==> src/design/fsr_pkg.sv <==
// Shared constants and types for the flash status register slice
`default_nettype none
package fsr_pkg;
    localparam int WB_AW = 8;
    localparam int WB_DW = 32;
    localparam logic [WB_AW-1:0] OFF_SEC_LOCK = 8'h10;
    localparam logic [WB_AW-1:0] OFF_CTRL_STATUS = 8'h20;
    localparam logic [WB_AW-1:0] OFF_IRQ_STATUS = 8'h30;
    localparam logic [WB_AW-1:0] OFF_IRQ_MASK = 8'h34;
    localparam logic [WB_AW-1:0] OFF_OP_STATE = 8'h38;
    localparam int NUM_BLOCKS = 10;
    localparam int BLK_W = 4;
    localparam int PROT_LSB = 16;
    localparam int READY_BIT = 0;
    localparam int SEC_BIT = 0;
    localparam logic SEC_RESET = 1'b1;
    localparam logic READY_RESET = 1'b1;
    localparam int IRQ_W = 4;
    localparam int IRQ_DONE = 0;
    localparam int IRQ_FAIL = 1;
    localparam int IRQ_LOCK = 2;
    localparam int IRQ_REFUSE = 3;
    localparam int ST_FAILED_BIT = 0;
    localparam int ST_LOCKED_BIT = 1;
    localparam int ST_READ_EN_BIT = 2;
    localparam int CLK_MHZ = 25;
    localparam int CLK_PERIOD_NS = 40;
    localparam int RECOV_TIME_US = 2000;
    localparam int RECOV_CYCLES = RECOV_TIME_US * CLK_MHZ;
    localparam int SYS_RST_MIN_NS = 500;
    localparam int SYS_RST_MIN_CYCLES = (SYS_RST_MIN_NS + CLK_PERIOD_NS - 1) / CLK_PERIOD_NS;
    typedef enum logic [2:0] {
        FSR_OP_PROG,
        FSR_OP_BLK_ERASE,
        FSR_OP_CHIP_ERASE,
        FSR_OP_PROT_PROG,
        FSR_OP_PROT_ERASE
    } fsr_op_kind_t;
    typedef enum logic [1:0] {
        FSR_ST_READY,
        FSR_ST_BUSY,
        FSR_ST_FAILED,
        FSR_ST_LOCKED
    } fsr_state_t;
endpackage : fsr_pkg
`default_nettype wire

==> src/design/fsr_op_if.sv <==
// Operation handshake between the register slice and its busy tracker
`timescale 1ns/1ns
`default_nettype none
interface fsr_op_if;
    logic start;
    logic done;
    logic fail;
    logic cmd_busy;
    logic ready;
    logic failed;
    logic locked;
    logic read_en;
    modport tracker (
        input start, done, fail, cmd_busy,
        output ready, failed, locked, read_en
    );
    modport ctrl (
        output start, done, fail, cmd_busy,
        input ready, failed, locked, read_en
    );
endinterface : fsr_op_if
`default_nettype wire

==> src/design/fsr_status_regs.sv <==
// Flash control/status register slice with Wishbone slave and interrupt
// Notes on behaviour
// - Lock at 0x10, status at 0x20
// - Bits 25..16 show block protection
// - Programming a protected block is refused
// - Bit 0 low while auto operation runs
// - Bit 0 high after successful completion
// - Failure keeps bit 0 low until reset
// - Reset forces bit 0 to one
// - Busy command locks; reset recovers
// - Reads enabled about 2 ms after reset
// - Protection flags load from nonvolatile state
// - Lock bit 0 is security enable
// - Lock register reset only by cold reset
// - Full protection erase leaves status one
// - All protected inhibits program and erase
//
// Local design decision: register access over Wishbone.
`timescale 1ns/1ns
`default_nettype none
module fsr_status_regs #(
    parameter int RECOV_CYCLES = fsr_pkg::RECOV_CYCLES
) (
    input wire logic clk_i,
    input wire logic rst_i,
    input wire logic cold_rst_i,
    input wire logic wb_cyc_i,
    input wire logic wb_stb_i,
    input wire logic wb_we_i,
    input wire logic [fsr_pkg::WB_AW-1:0] wb_adr_i,
    input wire logic [3:0] wb_sel_i,
    input wire logic [fsr_pkg::WB_DW-1:0] wb_dat_i,
    output logic [fsr_pkg::WB_DW-1:0] wb_dat_o,
    output logic wb_ack_o,
    input wire logic [fsr_pkg::NUM_BLOCKS-1:0] nv_protect_i,
    input wire logic op_start_i,
    input wire fsr_pkg::fsr_op_kind_t op_kind_i,
    input wire logic [fsr_pkg::BLK_W-1:0] op_block_i,
    input wire logic op_done_i,
    input wire logic op_fail_i,
    output logic op_accept_o,
    output logic op_refuse_o,
    output logic auto_op_done_flag_o,
    output logic read_enable_o,
    output logic security_enable_bit_o,
    output logic [fsr_pkg::NUM_BLOCKS-1:0] block_protect_flags_o,
    output logic irq_o
);
    import fsr_pkg::*;

    fsr_op_if op ();

    logic [NUM_BLOCKS-1:0] prot_q;
    logic load_pend_q;
    logic sec_q;
    logic [IRQ_W-1:0] irq_st_q;
    logic [IRQ_W-1:0] irq_mask_q;
    logic [IRQ_W-1:0] irq_ev;
    logic ack_q;
    logic [WB_DW-1:0] dat_q;
    logic irq_q;
    logic accept_q;
    logic refuse_q;
    fsr_op_kind_t kind_q;
    logic allow;
    logic req;
    logic wr;
    logic start_ok;
    logic busy_cmd;
    logic [WB_DW-1:0] clr_bits;

    function automatic logic [WB_DW-1:0] fsr_mask(input logic [WB_DW-1:0] d,
                                                  input logic [3:0] sel);
        logic [WB_DW-1:0] m;
        m = '0;
        for (int i = 0; i < 4; i++) begin
            m[i*8 +: 8] = sel[i] ? d[i*8 +: 8] : 8'h00;
        end
        return m;
    endfunction : fsr_mask

    function automatic logic [WB_DW-1:0] fsr_read(input logic [WB_AW-1:0] adr,
                                                  input logic [NUM_BLOCKS-1:0] prot,
                                                  input logic rdy,
                                                  input logic sec,
                                                  input logic [IRQ_W-1:0] st,
                                                  input logic [IRQ_W-1:0] mk,
                                                  input logic [2:0] ost);
        logic [WB_DW-1:0] r;
        r = '0;
        case (adr)
            OFF_SEC_LOCK: r[SEC_BIT] = sec;
            OFF_CTRL_STATUS: begin
                r[PROT_LSB +: NUM_BLOCKS] = prot;
                r[READY_BIT] = rdy;
            end
            OFF_IRQ_STATUS: r[IRQ_W-1:0] = st;
            OFF_IRQ_MASK: r[IRQ_W-1:0] = mk;
            OFF_OP_STATE: r[2:0] = ost;
            // Reserved and unmapped offsets answer with zero
            default: r = '0;
        endcase
        return r;
    endfunction : fsr_read

    assign req = wb_cyc_i && wb_stb_i && !ack_q;
    assign wr = req && wb_we_i;
    assign busy_cmd = op_start_i && !op.ready;
    assign start_ok = op_start_i && op.ready && allow;
    // Byte-gated write-one-to-clear pattern
    assign clr_bits = fsr_mask(wb_dat_i, wb_sel_i);

    fsr_prot_gate #(
        .NUM_BLOCKS(NUM_BLOCKS)
    ) u_gate (
        .prot_i(prot_q),
        .kind_i(op_kind_i),
        .block_i(op_block_i),
        .allow_o(allow)
    );

    assign op.start = start_ok;
    assign op.done = op_done_i;
    assign op.fail = op_fail_i;
    assign op.cmd_busy = busy_cmd;

    fsr_busy_tracker #(
        .RECOV_CYCLES(RECOV_CYCLES)
    ) u_tracker (
        .clk_i(clk_i),
        .rst_i(rst_i),
        .op(op)
    );

    // Wishbone answer one cycle after the request is seen
    always_ff @(posedge clk_i) begin
        if (rst_i) begin
            ack_q <= 1'b0;
            dat_q <= '0;
        end else begin
            ack_q <= req;
            if (req && !wb_we_i) begin
                dat_q <= fsr_read(wb_adr_i, prot_q, op.ready, sec_q, irq_st_q, irq_mask_q,
                                  {op.read_en, op.locked, op.failed});
            end
        end
    end

    // Lock survives system reset; only a cold reset reinitialises it
    always_ff @(posedge clk_i) begin
        if (cold_rst_i) begin
            sec_q <= SEC_RESET;
        end else if (wr && wb_adr_i == OFF_SEC_LOCK && wb_sel_i[0]) begin
            sec_q <= wb_dat_i[SEC_BIT];
        end
    end

    // Kind of the running operation, needed at completion
    always_ff @(posedge clk_i) begin
        if (rst_i) begin
            kind_q <= FSR_OP_PROG;
        end else if (start_ok) begin
            kind_q <= op_kind_i;
        end
    end

    // Flags come from the nonvolatile bits, caught after reset release;
    // host writes never reach them
    always_ff @(posedge clk_i) begin
        if (rst_i) begin
            prot_q <= '0;
            load_pend_q <= 1'b1;
        end else if (load_pend_q) begin
            prot_q <= nv_protect_i;
            load_pend_q <= 1'b0;
        end else if (op.ready == 1'b0 && op_done_i && !op_fail_i && !op.locked) begin
            if (kind_q == FSR_OP_PROT_ERASE && (&prot_q)) begin
                prot_q <= '0;
            end else begin
                prot_q <= nv_protect_i;
            end
        end
    end

    assign irq_ev[IRQ_DONE] = !op.ready && !op.failed && !op.locked && op_done_i && !op_fail_i;
    assign irq_ev[IRQ_FAIL] = !op.ready && !op.failed && !op.locked && op_fail_i;
    assign irq_ev[IRQ_LOCK] = busy_cmd;
    assign irq_ev[IRQ_REFUSE] = op_start_i && op.ready && !allow;

    // Sticky events: a new event beats a same-cycle write-one clear
    always_ff @(posedge clk_i) begin
        if (rst_i) begin
            irq_st_q <= '0;
            irq_mask_q <= '0;
            irq_q <= 1'b0;
        end else begin
            if (wr && wb_adr_i == OFF_IRQ_STATUS) begin
                irq_st_q <= (irq_st_q & ~clr_bits[IRQ_W-1:0]) | irq_ev;
            end else begin
                irq_st_q <= irq_st_q | irq_ev;
            end
            if (wr && wb_adr_i == OFF_IRQ_MASK && wb_sel_i[0]) begin
                irq_mask_q <= wb_dat_i[IRQ_W-1:0];
            end
            irq_q <= |(irq_st_q & irq_mask_q);
        end
    end

    // Accept/refuse pulses toward the command sequencer
    always_ff @(posedge clk_i) begin
        if (rst_i) begin
            accept_q <= 1'b0;
            refuse_q <= 1'b0;
        end else begin
            accept_q <= start_ok;
            refuse_q <= op_start_i && !start_ok;
        end
    end

    assign wb_ack_o = ack_q;
    assign wb_dat_o = dat_q;
    assign op_accept_o = accept_q;
    assign op_refuse_o = refuse_q;
    assign auto_op_done_flag_o = op.ready;
    assign read_enable_o = op.read_en;
    assign security_enable_bit_o = sec_q;
    assign block_protect_flags_o = prot_q;
    assign irq_o = irq_q;

    a_refuse_protected: assert property (@(posedge clk_i) disable iff (rst_i)
        op_start_i && op_kind_i == FSR_OP_PROG && int'(op_block_i) < NUM_BLOCKS
        && prot_q[op_block_i] |=> !op_accept_o && op_refuse_o)
        else $error("program of protected block accepted");
    a_all_prot_inhibit: assert property (@(posedge clk_i) disable iff (rst_i)
        op_start_i && (&prot_q) && op_kind_i inside {FSR_OP_PROG, FSR_OP_BLK_ERASE,
        FSR_OP_CHIP_ERASE} |=> !op_accept_o)
        else $error("operation accepted with all blocks protected");
    a_status_zero_bits: assert property (@(posedge clk_i) disable iff (rst_i)
        req && !wb_we_i && wb_adr_i == OFF_CTRL_STATUS
        |=> wb_ack_o && wb_dat_o[31:26] == 6'h00 && wb_dat_o[15:1] == 15'h0000
        && wb_dat_o[PROT_LSB +: NUM_BLOCKS] == $past(prot_q))
        else $error("status read shows wrong bits");
    a_sec_upper_zero: assert property (@(posedge clk_i) disable iff (rst_i)
        req && !wb_we_i && wb_adr_i == OFF_SEC_LOCK
        |=> wb_dat_o[31:1] == 31'h00000000 && wb_dat_o[SEC_BIT] == $past(sec_q))
        else $error("lock register read wrong");
    a_flags_nv_load: assert property (@(posedge clk_i) disable iff (rst_i)
        load_pend_q |=> prot_q == $past(nv_protect_i))
        else $error("protection flags not loaded from nonvolatile state");
    a_flags_no_write: assert property (@(posedge clk_i) disable iff (rst_i)
        !load_pend_q && !op_done_i |=> $stable(prot_q))
        else $error("protection flags changed without operation");
endmodule : fsr_status_regs
`default_nettype wire

==> src/design/fsr_busy_tracker.sv <==
// Ready/busy state of automatic operations and read recovery timer
`timescale 1ns/1ns
`default_nettype none
module fsr_busy_tracker #(
    parameter int RECOV_CYCLES = fsr_pkg::RECOV_CYCLES
) (
    input wire logic clk_i,
    input wire logic rst_i,
    fsr_op_if.tracker op
);
    import fsr_pkg::*;
    localparam int CNT_W = $clog2(RECOV_CYCLES + 1);
    localparam logic [CNT_W-1:0] CNT_LOAD = CNT_W'(RECOV_CYCLES);

    fsr_state_t state_q;
    fsr_state_t state_d;
    logic ready_q;
    logic read_en_q;
    logic [CNT_W-1:0] cnt_q;

    always_comb begin
        state_d = state_q;
        case (state_q)
            FSR_ST_READY: begin
                if (op.start) begin
                    state_d = FSR_ST_BUSY;
                end
            end
            FSR_ST_BUSY: begin
                if (op.cmd_busy) begin
                    state_d = FSR_ST_LOCKED;
                end else if (op.fail) begin
                    state_d = FSR_ST_FAILED;
                end else if (op.done) begin
                    state_d = FSR_ST_READY;
                end
            end
            // Only a reset leaves these two
            FSR_ST_FAILED: state_d = FSR_ST_FAILED;
            FSR_ST_LOCKED: state_d = FSR_ST_LOCKED;
            default: state_d = FSR_ST_READY;
        endcase
    end

    always_ff @(posedge clk_i) begin
        if (rst_i) begin
            state_q <= FSR_ST_READY;
            ready_q <= READY_RESET;
        end else begin
            state_q <= state_d;
            ready_q <= (state_d == FSR_ST_READY);
        end
    end

    // Reads stay off while the array recovers from reset
    always_ff @(posedge clk_i) begin
        if (rst_i) begin
            cnt_q <= CNT_LOAD;
            read_en_q <= 1'b0;
        end else begin
            if (cnt_q != '0) begin
                cnt_q <= cnt_q - 1'b1;
            end
            read_en_q <= (cnt_q == '0);
        end
    end

    assign op.ready = ready_q;
    assign op.failed = (state_q == FSR_ST_FAILED);
    assign op.locked = (state_q == FSR_ST_LOCKED);
    assign op.read_en = read_en_q;

    a_busy_on_start: assert property (@(posedge clk_i) disable iff (rst_i)
        (state_q == FSR_ST_READY) && op.start |=> !ready_q [*2])
        else $error("ready did not fall on operation start");
    a_done_sets_ready: assert property (@(posedge clk_i) disable iff (rst_i)
        (state_q == FSR_ST_BUSY) && op.done && !op.fail && !op.cmd_busy |=> ready_q)
        else $error("ready not restored after good completion");
    a_fail_sticks: assert property (@(posedge clk_i) disable iff (rst_i)
        (state_q == FSR_ST_BUSY) && op.fail && !op.cmd_busy |=> !ready_q [*8])
        else $error("ready came back after a failed operation");
    a_ready_after_reset: assert property (@(posedge clk_i) disable iff (rst_i)
        $fell(rst_i) |-> ready_q)
        else $error("ready not one after reset");
    a_lock_on_busy_cmd: assert property (@(posedge clk_i) disable iff (rst_i)
        (state_q == FSR_ST_BUSY) && op.cmd_busy |=> op.locked && !ready_q)
        else $error("command while busy did not lock");
    a_recov_reads_off: assert property (@(posedge clk_i) disable iff (rst_i)
        $fell(rst_i) |-> !read_en_q [*8])
        else $error("reads enabled too soon after reset");
endmodule : fsr_busy_tracker
`default_nettype wire

==> src/design/fsr_prot_gate.sv <==
// Decides whether a requested operation may touch the array
`timescale 1ns/1ns
`default_nettype none
module fsr_prot_gate #(
    parameter int NUM_BLOCKS = fsr_pkg::NUM_BLOCKS
) (
    input wire logic [NUM_BLOCKS-1:0] prot_i,
    input wire fsr_pkg::fsr_op_kind_t kind_i,
    input wire logic [fsr_pkg::BLK_W-1:0] block_i,
    output logic allow_o
);
    import fsr_pkg::*;
    logic blk_prot;
    logic all_prot;

    // Out-of-range block numbers count as protected
    assign blk_prot = (int'(block_i) < NUM_BLOCKS) ? prot_i[block_i] : 1'b1;
    assign all_prot = &prot_i;

    always_comb begin
        case (kind_i)
            FSR_OP_PROG: allow_o = !blk_prot && !all_prot;
            FSR_OP_BLK_ERASE: allow_o = !blk_prot && !all_prot;
            FSR_OP_CHIP_ERASE: allow_o = !all_prot;
            FSR_OP_PROT_PROG: allow_o = 1'b1;
            FSR_OP_PROT_ERASE: allow_o = 1'b1;
            default: allow_o = 1'b0;
        endcase
    end
endmodule : fsr_prot_gate
`default_nettype wire

==> config.mk <==
export PLATFORM = sky130hd
export DESIGN_NAME = fsr_status_regs
export DESIGN_NICKNAME = d
export VERILOG_FILES = /design/src/design/fsr_pkg.sv /design/src/design/fsr_op_if.sv /design/src/design/fsr_status_regs.sv /design/src/design/fsr_busy_tracker.sv /design/src/design/fsr_prot_gate.sv
export SDC_FILE = /design/constraint.sdc
export NUM_CORES = 1
export LEC_CHECK = 0
export BUFFER_PORTS_ARGS = -buffer_cell sky130_fd_sc_hd__clkbuf_2
export CAP_MARGIN = 20
export CORE_ASPECT_RATIO = 0.7
export CORE_UTILIZATION = 48
export DETAILED_ROUTE_END_ITERATION = 8
export PLACE_DENSITY = 0.84
export SLEW_MARGIN = 20
export SYNTH_ARGS = -nofsm -noshare
export SYNTH_HDL_FRONTEND = slang
export SYNTH_SLANG_ARGS = --single-unit
==> constraint.sdc <==
create_clock -name clk_i -period 2.58 [get_ports clk_i]
set_input_delay 0.516 -clock clk_i [delete_from_list [all_inputs] [get_ports clk_i]]
set_output_delay 0.516 -clock clk_i [all_outputs]
set_load 0.005 [all_outputs]
==> impl_summary.txt, run 1 <==
----------------------------------------------------
[Setup path]
  Critical Path RT ... approximately 2.8 ns
  R2R cell count ... 5
  Critical R2R Launch ... block_protect_flags_o[6]$_SDFFE_PP0P_
  Worst R2R End ... u_tracker.state_q[0]$_SDFF_PP0_
  Critical path class ... reg -> reg
  Nature of the critical path startpoint ... register
  Maximum net fanout on the critical path ... 6
  Endpoint arrival time on the critical path ... 2.39 ns
  Slack of the worst reg-to-reg path ... 0.42 ns
  Nature of the critical path endpoint ... register

[Cells and area]
  Nets ... between 400 and 500
  Sequential cell area ... ~1200 um^2
  Count of inserted antenna diode cells ... 0
  Fillers ... 532
  Layout Area Growth over Synthesis ... 18.97%
  Layout cells sized above 1 ... 0.2403
  Area of combinational cells with multiple inputs ... ~1500 um^2

[Synth]
  Main combinational cell family by area after synthesis ... simple AND/OR/NAND/NOR gates
  Leading cell types by total area after synthesis ... dfxtp_1 42%, nor2_1 6.7%, a22oi_1 5.7%
  Post-Synth XOR/XNOR Area ... 0.03655
  Post-synth top area share ... 0.4247
  Adder-cell share of the synthesized area ... 0.004352
  Synthesized netlist cell count ... between 300 and 400
  Summed instance area of the synthesized netlist ... 2875 um^2
  Mux contribution to synthesized area ... 0.05396
  Part of the Yosys area used for sequential elements ... 0.4247
  Top post-synthesis cells by count ... 61 x dfxtp_1, 51 x nor2_1, 33 x nand2_1, 22 x a22oi_1, 19 x buf_4
  Number of synthesized register bits ... 61
  Dominant cell type by area after synthesis ... dfxtp_1
  Share of synthesized flip-flops with an asynchronous set or reset ... 0
  Post-Synth Simple-Gate Area ... 0.2350
  Post-synthesis cell type count ... 51
  Dominant cell by count in the synthesized netlist ... dfxtp_1
  Average cell area after synthesis ... around 8.6 um^2
  YS warnings ... 0
  Count of flip-flops with a built-in enable after synthesis ... 0
  Most instantiated flip-flop cell in the synthesis netlist ... dfxtp_1
  Share of the synthesized area in compound gates (AO/OA/AOI/OAI) ... 0.1567

[Power]
  Power share of the clock group ... 0.391
  Pleak ... 0.001499 uW
  Cell Int Power ... 1563 uW
  Max IR drop VDD ... 0.0003228 V
  Net Sw Frac ... 0.2548
  Sequential share of power ... 0.492
  Switching power summed over all nets ... 534.6 uW
  Cell area power density ... 613.3 nW/um^2
  Combinational group share of total power ... 0.117

[Clock tree]
  Clock Tree Buf Depth ... 2
  Clock Sinks ... 61
  Clock latency of the later-clocked register in the worst-skew pair ... 0.34 ns
  Inserted Clock Buffers ... 9
  Post-CTS Resized ... 0
  Count of hold buffers inserted by post-cts repair ... 0
  H-tree level count ... 3
  Clock tree from TritonCTS ... built
  Cell at the root of the clock tree ... clkbuf_8
  Register clock-pin slew on the reported worst setup and hold paths ... about 0.070 ns
  Post-CTS setup buffers ... 0

[Placed design]
  Final RePlAce weighted congestion ... 0.7997
  # port buffers ... 69
  Final HPWL DP ... 5.042 mm

[STA]
  Final TNS setup ... 0 ns
  Number of pins with negative max-slew slack in the final report ... 0
  RSZ-0062 raised after global routing ... no
  Total of endpoints with negative setup slack in the final report ... 0
  Worst hold slack ... 0.3789 ns
  Least-Margin Pin Slew ... 0.5670 ns
  Highest attainable clock frequency ... 0.4637 GHz
  Post-route clock period utilization ... 0.8359
  Worst Clk Skew ... 0.01281 ns
  Clock period minus worst slack ... ~2.2 ns
  Number of hold violations in the final report ... 0
  Relative slew margins ... 0.6199

[Detailed routing]
  DRC ... 0
  Count of vias placed by the detailed router ... 2603
  Number of nets with antenna violations after routing ... 0
  Wire length after detailed routing ... 6.798 mm
  Number of detailed-routing iterations run before antenna repair ... 5
  Average wire per cell in the routed design ... 13.96 um
  Starting DRT DRC Count ... about 110
  Number of vias per cell ... 5.345

[GRT]
  Initial antenna violation count ... 0
  Maximum number of pins on one net before global-route repair ... 31
  Sum of overflow across all layers after global routing ... 0
  Total global-route track usage ... 0.2339
  Global-route wire length before repair ... 11.11 mm
  Via count of the first global-routing pass ... 2375

[Die]
  Area inside the core boundary ... 5756 um^2
  Starting density of the core ... 0.4996
  Horizontal die dimension ... between 90 and 100 um
  Die boundary height ... 66.76 um
  Boundary pin count ... 119
  Std cell rows ... 23
  Die Area ... 6309 um^2

[Worst hold path]
  Startpoint of the most critical hold path ... cold_rst_i
  Worst Hold Class ... in -> reg
  Cells on Worst Hold Path ... 3
  End of the worst hold path ... security_enable_bit_o$_SDFFE_PP1P_

[Run]
  Max-cap check violation count ... 0

[Run status]
  Result of the run ... completed

----------------------------------------------------
==> cell type report <==
type | count | share of cell area
multi-input combinational | 246 | 0.4287
inverter | 13 | 0.01426
clock buffer | 12 | 0.04243
sequential | 61 | 0.3570
clock inverter | 4 | 0.01390
timing repair buffer | 76 | 0.1163
tap | 75 | 0.02743
==> logic make-up (layout without fill, tap and decap cells) <==
family | Yosys count | after routing
buffers and inverters | 44 | 105
flip-flops | 61 | 61
adder cells (fa/ha/maj) | 1 | 1
AO/OA/AOI/OAI | 64 | 64
AND/OR/NAND/NOR | 136 | 136
XOR/XNOR | 12 | 12
other | 1 | 18
multiplexers | 15 | 15
==> critical path: stages, from the launching register on <==
cell       delay (ns)
dfxtp_1          0.35
mux2_4           0.28
a31o_1           0.21
or4_4            0.45
a211o_2          0.41
a2111oi_4        0.35
==> power groups by stage <==
stage / combinational (uW) / sequential [uW] / clock, uW
after floorplan: 178 / 1040 / 0
after global placement: 232 / 1050 / 0
after detailed placement: 240 / 1050 / 0
after CTS: 243 / 1030 / 841
after global routing: 272 / 1040 / 889
final: 244 / 1030 / 821
==> registers in the layout, indices dropped and copies added (netlist names) <==
name / cells
wb_ack_o: 1
op_accept_o: 1
block_protect_flags_o: 10
wb_dat_o: 14
irq_mask_q: 4
u_tracker.cnt_q: 16
u_tracker.state_q: 2
irq_st_q: 4
irq_o: 1
u_tracker.op.ready: 1
security_enable_bit_o: 1
kind_q: 3
u_tracker.op.read_en: 1
load_pend_q: 1
op_refuse_o: 1
==> through the flow <==
step           cell area, um^2  power [uW]  utilization  cells  setup WS [ns]
3_5_place_dp              3228        1292       0.5609    471         0.1493
6_report                  3421        2098       0.5943    487         0.4233
2_1_floorplan             2939        1219            -    351         0.2418
4_1_cts                   3421        2115       0.5943    487         0.4344
3_3_place_gp              3228        1280       0.5609    471         0.1892
5_1_grt                   3421        2198       0.5943    487         0.3157
==> worst max-delay path by stage <==
stage	startpoint	to	slack, ns
2_1_floorplan	op_block_i[0]	u_tracker.state_q[0]$_SDFF_PP0_	0.24
3_3_place_gp	op_block_i[0]	u_tracker.state_q[0]$_SDFF_PP0_	0.19
3_5_place_dp	op_block_i[0]	u_tracker.state_q[0]$_SDFF_PP0_	0.15
4_1_cts	block_protect_flags_o[6]$_SDFFE_PP0P_	u_tracker.state_q[0]$_SDFF_PP0_	0.43
5_1_grt	u_tracker.cnt_q[0]$_SDFFE_PP0N_	u_tracker.cnt_q[8]$_SDFFE_PP1N_	0.32
6_report	block_protect_flags_o[6]$_SDFFE_PP0P_	u_tracker.state_q[0]$_SDFF_PP0_	0.42
==> routing by layer <==
metal  up-vias  GRT usage  wire (um)
met1      1204     0.2919       3177
met2       106     0.3841       3066
met3         6    0.06507        509
met4         0    0.09091         44
li1       1287          -          -
met5         -          0          0
==> cell usage in the layout (no fill, tap or decap), drive strengths merged, types with 7 or more instances in the layout <==
master,n
a22oi,22
buf,7
clkbuf,81
nor3,10
conb,18
nor2,51
dfxtp,61
nand3,10
inv,13
mux2i,14
o21ai,7
a21oi,15
xor2,8
nand2,33
No activity file was read; power rests on OpenSTA's default activity.
==> run 2: changes to the inputs <==
Settings changed: ABC_AREA set to 1, CORE_UTILIZATION 48 to 49.
Clock period 2.58 ns to 2.08 ns, I/O delays scaled along.
==> run 2 against run 1 <==
  * Critical path type unchanged
  * Fmax grew 28%
  * Clock-buffer cell count shrank 3
  * Final cell count grew 17%
  * Critical endpoint is now u_tracker.cnt_q[9]$_SDFFE_PP1N_
  * Sequential cell count is the same
  * Combinational power grew 46%
  * Hold slack lost 0.10 ns
  * Critical path depth grew 5
==> impl_summary.txt, run 2 <==
----------------------------------------------------
[Synth]
  Share of synthesized flip-flops with an asynchronous set or reset ... 0 (unchanged)
  Summed instance area of the synthesized netlist ... 3054 um^2 (+6.2%)
  Most instantiated flip-flop cell in the synthesis netlist ... dfxtp_1
  Synthesized netlist cell count ... 418 (+25%)
  Leading cell types by total area after synthesis ... dfxtp_1 40%, nand2_1 11%, a21oi_1 6.7%
  Part of the Yosys area used for sequential elements ... 0.3998 (-0.02488)
  Average cell area after synthesis ... 7.307 um^2 (-15%)
  Top post-synthesis cells by count ... 86 x nand2_1, 61 x dfxtp_1, 41 x a21oi_1, 38 x nor2_1, 34 x inv_1
  YS warnings ... 0 (unchanged)
  Dominant cell by count in the synthesized netlist ... nand2_1
  Number of synthesized register bits ... 61 (unchanged)
  Count of flip-flops with a built-in enable after synthesis ... 0 (unchanged)
  Post-synth top area share ... 0.3998 (-0.02488)
  Post-synthesis cell type count ... 43 (-16%)
  Dominant cell type by area after synthesis ... dfxtp_1

[GRT]
  Total global-route track usage ... 0.2496 (+0.01573)
  Maximum number of pins on one net before global-route repair ... 27 (-13%)
  Initial antenna violation count ... 0 (unchanged)
  Global-route wire length before repair ... 12.23 mm (+10%)
  Sum of overflow across all layers after global routing ... 0 (unchanged)
  Via count of the first global-routing pass ... 2588 (+9.0%)

[Detailed routing]
  Average wire per cell in the routed design ... 13.51 um (-3.2%)
  Number of detailed-routing iterations run before antenna repair ... 5 (unchanged)
  Routed met2 length ... 3.349 mm (+9.2%)
  Number of vias per cell ... 5.285 (-1.1%)
  Starting DRT DRC Count ... 320 (+200%)
  Number of nets with antenna violations after routing ... 0 (unchanged)
  Detailed-routed wire length on met3 ... 718 um (+41%)
  DRC ... 0 (unchanged)
  Met1 wire length ... 3.564 mm (+12%)
  Wire length after detailed routing ... 7.730 mm (+14%)
  Count of vias placed by the detailed router ... 3023 (+16%)
  Highest routed layer ... met4

[Die]
  Horizontal die dimension ... 96.36 um (+2.0%)
  Die boundary height ... 68.06 um (+1.9%)
  Boundary pin count ... 119 (unchanged)
  Starting density of the core ... 0.5202 (+0.02068)
  Die Area ... 6558 um^2 (+3.9%)
  Std cell rows ... 23 (unchanged)
  Area inside the core boundary ... 5871 um^2 (+2.0%)

[Power]
  Combinational group share of total power ... 0.118 (about the same)
  Pleak ... 0.001669 uW (+11%)
  Total power of the final layout ... 3033 uW (+45%)
  Cell area power density ... 825.6 nW/um^2 (+35%)
  Max IR drop VDD ... 0.0004397 V (+36%)
  Cell Int Power ... 2280 uW (+46%)
  Power share of the clock group ... 0.455 (+0.064)
  Sequential share of power ... 0.427 (-0.065)
  Net Sw Frac ... 0.2481 (-0.006691)
  Switching power summed over all nets ... 752.6 uW (+41%)

[Clock tree]
  Count of hold buffers inserted by post-cts repair ... 0 (unchanged)
  Register clock-pin slew on the reported worst setup and hold paths ... 0.07 ns (about the same)
  Clock tree from TritonCTS ... built
  Clock Sinks ... 61 (unchanged)
  H-tree level count ... 3 (unchanged)
  Post-CTS setup buffers ... 0 (unchanged)
  Cell at the root of the clock tree ... clkbuf_8
  Post-CTS Resized ... 0 (unchanged)
  Clock latency of the later-clocked register in the worst-skew pair ... 0.34 ns (about the same)
  Clock Tree Buf Depth ... 2 (unchanged)
  Inserted Clock Buffers ... 9 (unchanged)

[Setup path]
  Maximum net fanout on the critical path ... 6 (unchanged)
  Worst R2R End ... u_tracker.cnt_q[9]$_SDFFE_PP1N_
  Critical Path RT ... 2.32 ns (-0.50 ns)
  Endpoint arrival time on the critical path ... 1.92 ns (-0.47 ns)
  Launch point of the critical path ... u_tracker.cnt_q[0]$_SDFFE_PP0N_
  Nature of the critical path endpoint ... register
  Nature of the critical path startpoint ... register
  R2R cell count ... 10 (+5)
  Slack of the worst reg-to-reg path ... 0.39 ns (-0.03 ns)
  Critical R2R Launch ... u_tracker.cnt_q[0]$_SDFFE_PP0N_
  Worst setup endpoint ... u_tracker.cnt_q[9]$_SDFFE_PP1N_
  Critical path class ... reg -> reg

[STA]
  Number of hold violations in the final report ... 0 (unchanged)
  Number of pins with negative max-slew slack in the final report ... 0 (unchanged)
  Final TNS setup ... 0 ns (unchanged)
  Clock period minus worst slack ... 1.685 ns (-0.4715 ns)
  Post-route clock period utilization ... 0.8102 (-0.02575)
  Highest attainable clock frequency ... 0.5934 GHz (+28%)
  RSZ-0062 raised after global routing ... no
  Total of endpoints with negative setup slack in the final report ... 0 (unchanged)
  Worst Clk Skew ... 0.006217 ns (-0.006595 ns)

[Run status]
  Result of the run ... completed

[Placed design]
  Final RePlAce weighted congestion ... 0.9135 (+14%)
  Final HPWL DP ... 5.634 mm (+12%)
  # port buffers ... 69 (unchanged)

[Worst hold path]
  Cells on Worst Hold Path ... 3 (unchanged)
  Worst Hold Class ... in -> reg

[Cells and area]
  Final Util ... 0.6257 (+0.03140)
  Register containing the most flip-flops in the final layout ... u_tracker.cnt_q
  Most frequent standard cell in the layout excluding fill and tap cells ... nand2_1
  Nets ... 563 (+18%)
  Largest register FFs ... 16 (unchanged)
  Layout Area Growth over Synthesis ... 20.28%
  Commonest cells after routing, fill and taps aside ... 86 x nand2_1, 69 x clkbuf_2, 61 x dfxtp_1, 41 x a21oi_1, 38 x nor2_1
  Count of inserted antenna diode cells ... 0 (unchanged)
  Layout cells sized above 1 ... 0.2575 (+0.01725)

[Run]
  Max-cap check violation count ... 0 (unchanged)

----------------------------------------------------
## run 2: metal layers
layer | global-route usage | up-vias
li1 | - | 1494
met1 | 0.3387 | 1359
met2 | 0.3865 | 158
met3 | 0.06667 | 12
met4 | 0.08088 | 0
met5 | 0 | -
## run 2: worst max-delay path, stage by stage (launching register included)
cell,delay (ns)
dfxtp_1,0.38
inv_1,0.06
ha_1,0.23
nand2_2,0.15
nor2_2,0.09
nand4_2,0.11
nand3b_4,0.10
nor2_4,0.18
nand2_4,0.08
o21ai_0,0.14
nand2_1,0.06
## run 2: cells by family (layout without fill, tap and decap cells)
family	count (synthesis)	after routing	synth area share
AND/OR/NAND/NOR	190	190	0.3040
multiplexers	1	1	0.003277
flip-flops	61	61	0.3998
other	1	18	0.001228
XOR/XNOR	4	4	0.01147
adder cells (fa/ha/maj)	1	1	0.004096
buffers and inverters	70	132	0.1114
AO/OA/AOI/OAI	90	90	0.1647
## run 2: area by class of cell
class | count | area, um^2
Sequential cell | 61 | 1221
Tap cell | 75 | 93.84
Clock buffer | 9 | 123.9
Clock inverter | 7 | 137.6
Timing Repair Buffer | 74 | 382.9
Inverter | 42 | 157.7
Fill cell | 518 | 2197
Multi-Input combinational cell | 304 | 1556
## run 2: metrics by stage
stage / setup slack [ns] / instance area, um^2 / hold WS (ns) / cells
final: 0.3948 / 3674 / 0.2764 / 572
after global routing: 0.2642 / 3674 / 0.2779 / 572
after CTS: 0.3813 / 3674 / 0.2715 / 572
after detailed placement: 0.3735 / 3412 / 0.4570 / 556
after global placement: 0.4062 / 3412 / 0.4531 / 556
after floorplan: 0.5948 / 3118 / 0.4409 / 435
## run 2: worst min-delay path by stage
stage	startpoint	to	slack (ns)
floorplan	kind_q[1]$_SDFFE_PP0P_	kind_q[1]$_SDFFE_PP0P_	0.44
global placement	kind_q[1]$_SDFFE_PP0P_	kind_q[1]$_SDFFE_PP0P_	0.45
detailed placement	kind_q[1]$_SDFFE_PP0P_	kind_q[1]$_SDFFE_PP0P_	0.46
CTS	cold_rst_i	security_enable_bit_o$_SDFFE_PP1P_	0.27
global route	cold_rst_i	security_enable_bit_o$_SDFFE_PP1P_	0.28
finish	cold_rst_i	security_enable_bit_o$_SDFFE_PP1P_	0.28
## run 2: power groups by stage
stage	clock (uW)	combinational, uW	sequential (uW)
after floorplan	0	247	1300
after global placement	0	338	1320
after detailed placement	0	351	1320
after CTS	1400	355	1290
after global routing	1460	400	1300
final	1380	357	1300
==> run 3: changes to the inputs <==
Settings changed: CORE_UTILIZATION 49 to 44, PLACE_DENSITY 0.84 to 0.8.
Clock period 2.08 ns to 1.5 ns, I/O delays scaled along.
==> run 3 against run 2 <==
  * Clock skew rose by 0.0012 ns
  * Register-to-register slack lost 0.30 ns
  * Largest power group is now sequential cells
  * Critical path type unchanged
  * Clock power shrank 11%
  * Wire length barely moved
  * Highest routed layer unchanged
==> impl_summary.txt, run 3 (synthesis results as in run 2) <==
----------------------------------------------------
[Run status]
  Result of the run ... completed

[Detailed routing]
  Number of nets with antenna violations after routing ... 0 (unchanged)
  DRC ... 0 (unchanged)
  Met1 wire length ... 3.665 mm (+2.8%)
  Starting DRT DRC Count ... 165 (-48%)
  Detailed-routed wire length on met3 ... 580 um (-19%)
  Routed met2 length ... 3.392 mm (+1.3%)
  Number of vias per cell ... 4.987 (-5.6%)
  Highest routed layer ... met4
  Average wire per cell in the routed design ... 12.80 um (-5.3%)
  Number of detailed-routing iterations run before antenna repair ... 5 (unchanged)
  Wire length after detailed routing ... 7.731 mm (about the same)
  Count of vias placed by the detailed router ... 3012 (-0.36%)

[Setup path]
  CP Buf/Inv Count ... 1 (unchanged)
  Cell with the largest stage delay on the worst path ... dfxtp_1
  Top Family by Delay on Critical Path ... simple AND/OR/NAND/NOR gates
  Maximum net fanout on the critical path ... 5 (-1)
  Slack of the worst reg-to-reg path ... 0.09 ns (-0.30 ns)
  Critical path class ... reg -> reg
  Nature of the critical path startpoint ... register
  Nature of the critical path endpoint ... register
  Delay of the slowest cell on the worst path ... 0.39 ns (about the same)
  Cell chain of the critical path ... nor2_2, nand3_2, inv_2, nand4_2, nand3b_4, nor2_4, nand2_4, o21ai_2, a21oi_2
  Endpoint arrival time on the critical path ... 1.64 ns (-0.28 ns)
  Critical Path RT ... 1.73 ns (-0.59 ns)

[GRT]
  Via count of the first global-routing pass ... 2624 (+1.4%)
  Maximum number of pins on one net before global-route repair ... 28 (+3.7%)
  Initial antenna violation count ... 0 (unchanged)
  Total global-route track usage ... 0.2233 (-0.02624)
  Sum of overflow across all layers after global routing ... 0 (unchanged)
  Global-route wire length before repair ... 12.30 mm (+0.56%)

[Cells and area]
  Largest register FFs ... 16 (unchanged)
  Final Cell Area ... 3795 um^2 (+3.3%)
  Area of combinational cells with multiple inputs ... 1612 um^2 (+3.5%)
  Fillers ... 611 (+18%)
  Layout Area Growth over Synthesis ... 24.25%
  Register containing the most flip-flops in the final layout ... u_tracker.cnt_q
  Commonest cells after routing, fill and taps aside ... 84 x nand2_1, 69 x clkbuf_2, 54 x dfxtp_1, 39 x a21oi_1, 37 x nor2_1
  Layout cells sized above 1 ... 0.3099 (+0.05240)
  Count of inserted antenna diode cells ... 0 (unchanged)
  Non-filler instance count after layout ... 604 (+5.6%)
  Most frequent standard cell in the layout excluding fill and tap cells ... nand2_1
  Sequential cell area ... 1230 um^2 (+0.72%)
  Nets ... 580 (+3.0%)

[STA]
  RSZ-0062 raised after global routing ... yes
  Number of pins with negative max-slew slack in the final report ... 0 (unchanged)
  Total of endpoints with negative setup slack in the final report ... 0 (unchanged)
  Post-layout worst setup margin ... 0.09034 ns (-0.3044 ns)
  Worst Clk Skew ... 0.007452 ns (+0.001235 ns)
  Number of hold violations in the final report ... 0 (unchanged)
  Post-route clock period utilization ... 0.9398 (+0.1296)
  Clock period minus worst slack ... 1.410 ns (-0.2756 ns)
  Final TNS setup ... 0 ns (unchanged)
  Highest attainable clock frequency ... 0.7094 GHz (+20%)

[Placed design]
  Placed instance count ... 589 (+5.9%)
  # port buffers ... 69 (unchanged)
  Final RePlAce weighted congestion ... 0.9046 (-0.97%)
  Placement Cell Area ... 3572 um^2 (+4.7%)
  Final HPWL DP ... 5.800 mm (+2.9%)
  Setup Slack @ Placement ... -0.04519 ns (-0.4187 ns)

[Die]
  Boundary pin count ... 119 (unchanged)
  Starting density of the core ... 0.4731 (-0.04719)
  Die boundary height ... 71.71 um (+5.4%)
  Std cell rows ... 24 (+4.3%)
  Die Area ... 7284 um^2 (+11%)
  Area inside the core boundary ... 6456 um^2 (+10%)
  Horizontal die dimension ... 101.6 um (+5.4%)

[Clock tree]
  Clock Tree Buf Depth ... 2 (unchanged)
  Count of hold buffers inserted by post-cts repair ... 0 (unchanged)
  Register clock-pin slew on the reported worst setup and hold paths ... 0.07 ns (about the same)
  Clock Sinks ... 61 (unchanged)
  Post-CTS setup buffers ... 0 (unchanged)
  Cell at the root of the clock tree ... clkbuf_8
  Clock tree from TritonCTS ... built
  H-tree level count ... 3 (unchanged)
  Clock latency of the later-clocked register in the worst-skew pair ... 0.34 ns (about the same)
  Inserted Clock Buffers ... 9 (unchanged)

[Power]
  Max IR drop VDD ... 0.0006988 V (+59%)
  Cell area power density ... 946.8 nW/um^2 (+15%)
  Pleak ... 0.001726 uW (+3.4%)

[Run]
  Max-cap check violation count ... 0 (unchanged)

[Worst hold path]
  Worst Hold Class ... in -> reg

----------------------------------------------------
## run 3: cell count changes in the layout (fill, tap and decap cells not counted), sizes merged
cell      before  now
buf            5   22
bufinv         4    0
clkbuf        78   82
clkinvlp       1    0
## run 3: power by group
part / switching, uW / internal (uW) / leakage, uW / total (uW)
logic: 326 / 242 / 0.00114 / 568
clock network: 603 / 631 / 0.0000833 / 1230
registers: 80.5 / 1710 / 0.000500 / 1790
total: 1010 / 2580 / 0.00173 / 3590
## run 3: what timing repair did
item                       CTS  global route
setup endpoints to repair    1            24
pin swaps                    1             3
gates resized for setup      1            22
## run 3: cell type report
cell class	instances	share of cell area
multi-input combinational	304	0.4247
sequential	61	0.3241
timing repair buffer	91	0.1378
inverter	42	0.04154
clock buffer	13	0.03924
tap	91	0.03000
clock inverter	2	0.002638
## run 3: worst reg2reg max path, stage by stage, from the launching register on
cell and delay, ns:
dfxtp_1 0.39, nor2_2 0.08, nand3_2 0.12, inv_2 0.07
nand4_2 0.12, nand3b_4 0.10, nor2_4 0.18, nand2_4 0.09
o21ai_2 0.12, a21oi_2 0.04
## run 3: path summary, 6_finish.rpt
| path | from | to | depth (start not counted) |
|---|---|---|---|
| max | u_tracker.cnt_q[13]$_SDFFE_PP0N_ | u_tracker.cnt_q[7]$_SDFFE_PP0N_ | 9 |
| min | cold_rst_i | security_enable_bit_o$_SDFFE_PP1P_ | 3 |
| max reg2reg | u_tracker.cnt_q[13]$_SDFFE_PP0N_ | u_tracker.cnt_q[7]$_SDFFE_PP0N_ | 9 |
| min reg2reg | kind_q[0]$_SDFFE_PP0P_ | kind_q[0]$_SDFFE_PP0P_ | 2 |
## run 3: layer usage
| metal | up-vias | track usage |
|---|---|---|
| li1 | 1535 | - |
| met1 | 1352 | 0.3045 |
| met2 | 115 | 0.3281 |
| met3 | 10 | 0.08000 |
| met4 | 0 | 0.07085 |
| met5 | - | 0 |
## run 3: metrics by stage
stage,hold slack [ns],power (uW),util
detailed placement,0.4568,2363,0.5533
global placement,0.4529,2348,0.5533
finish,0.1477,3593,0.5878
floorplan,0.3277,2151,-
CTS,0.1409,3605,0.5783
global route,0.1608,3761,0.5878
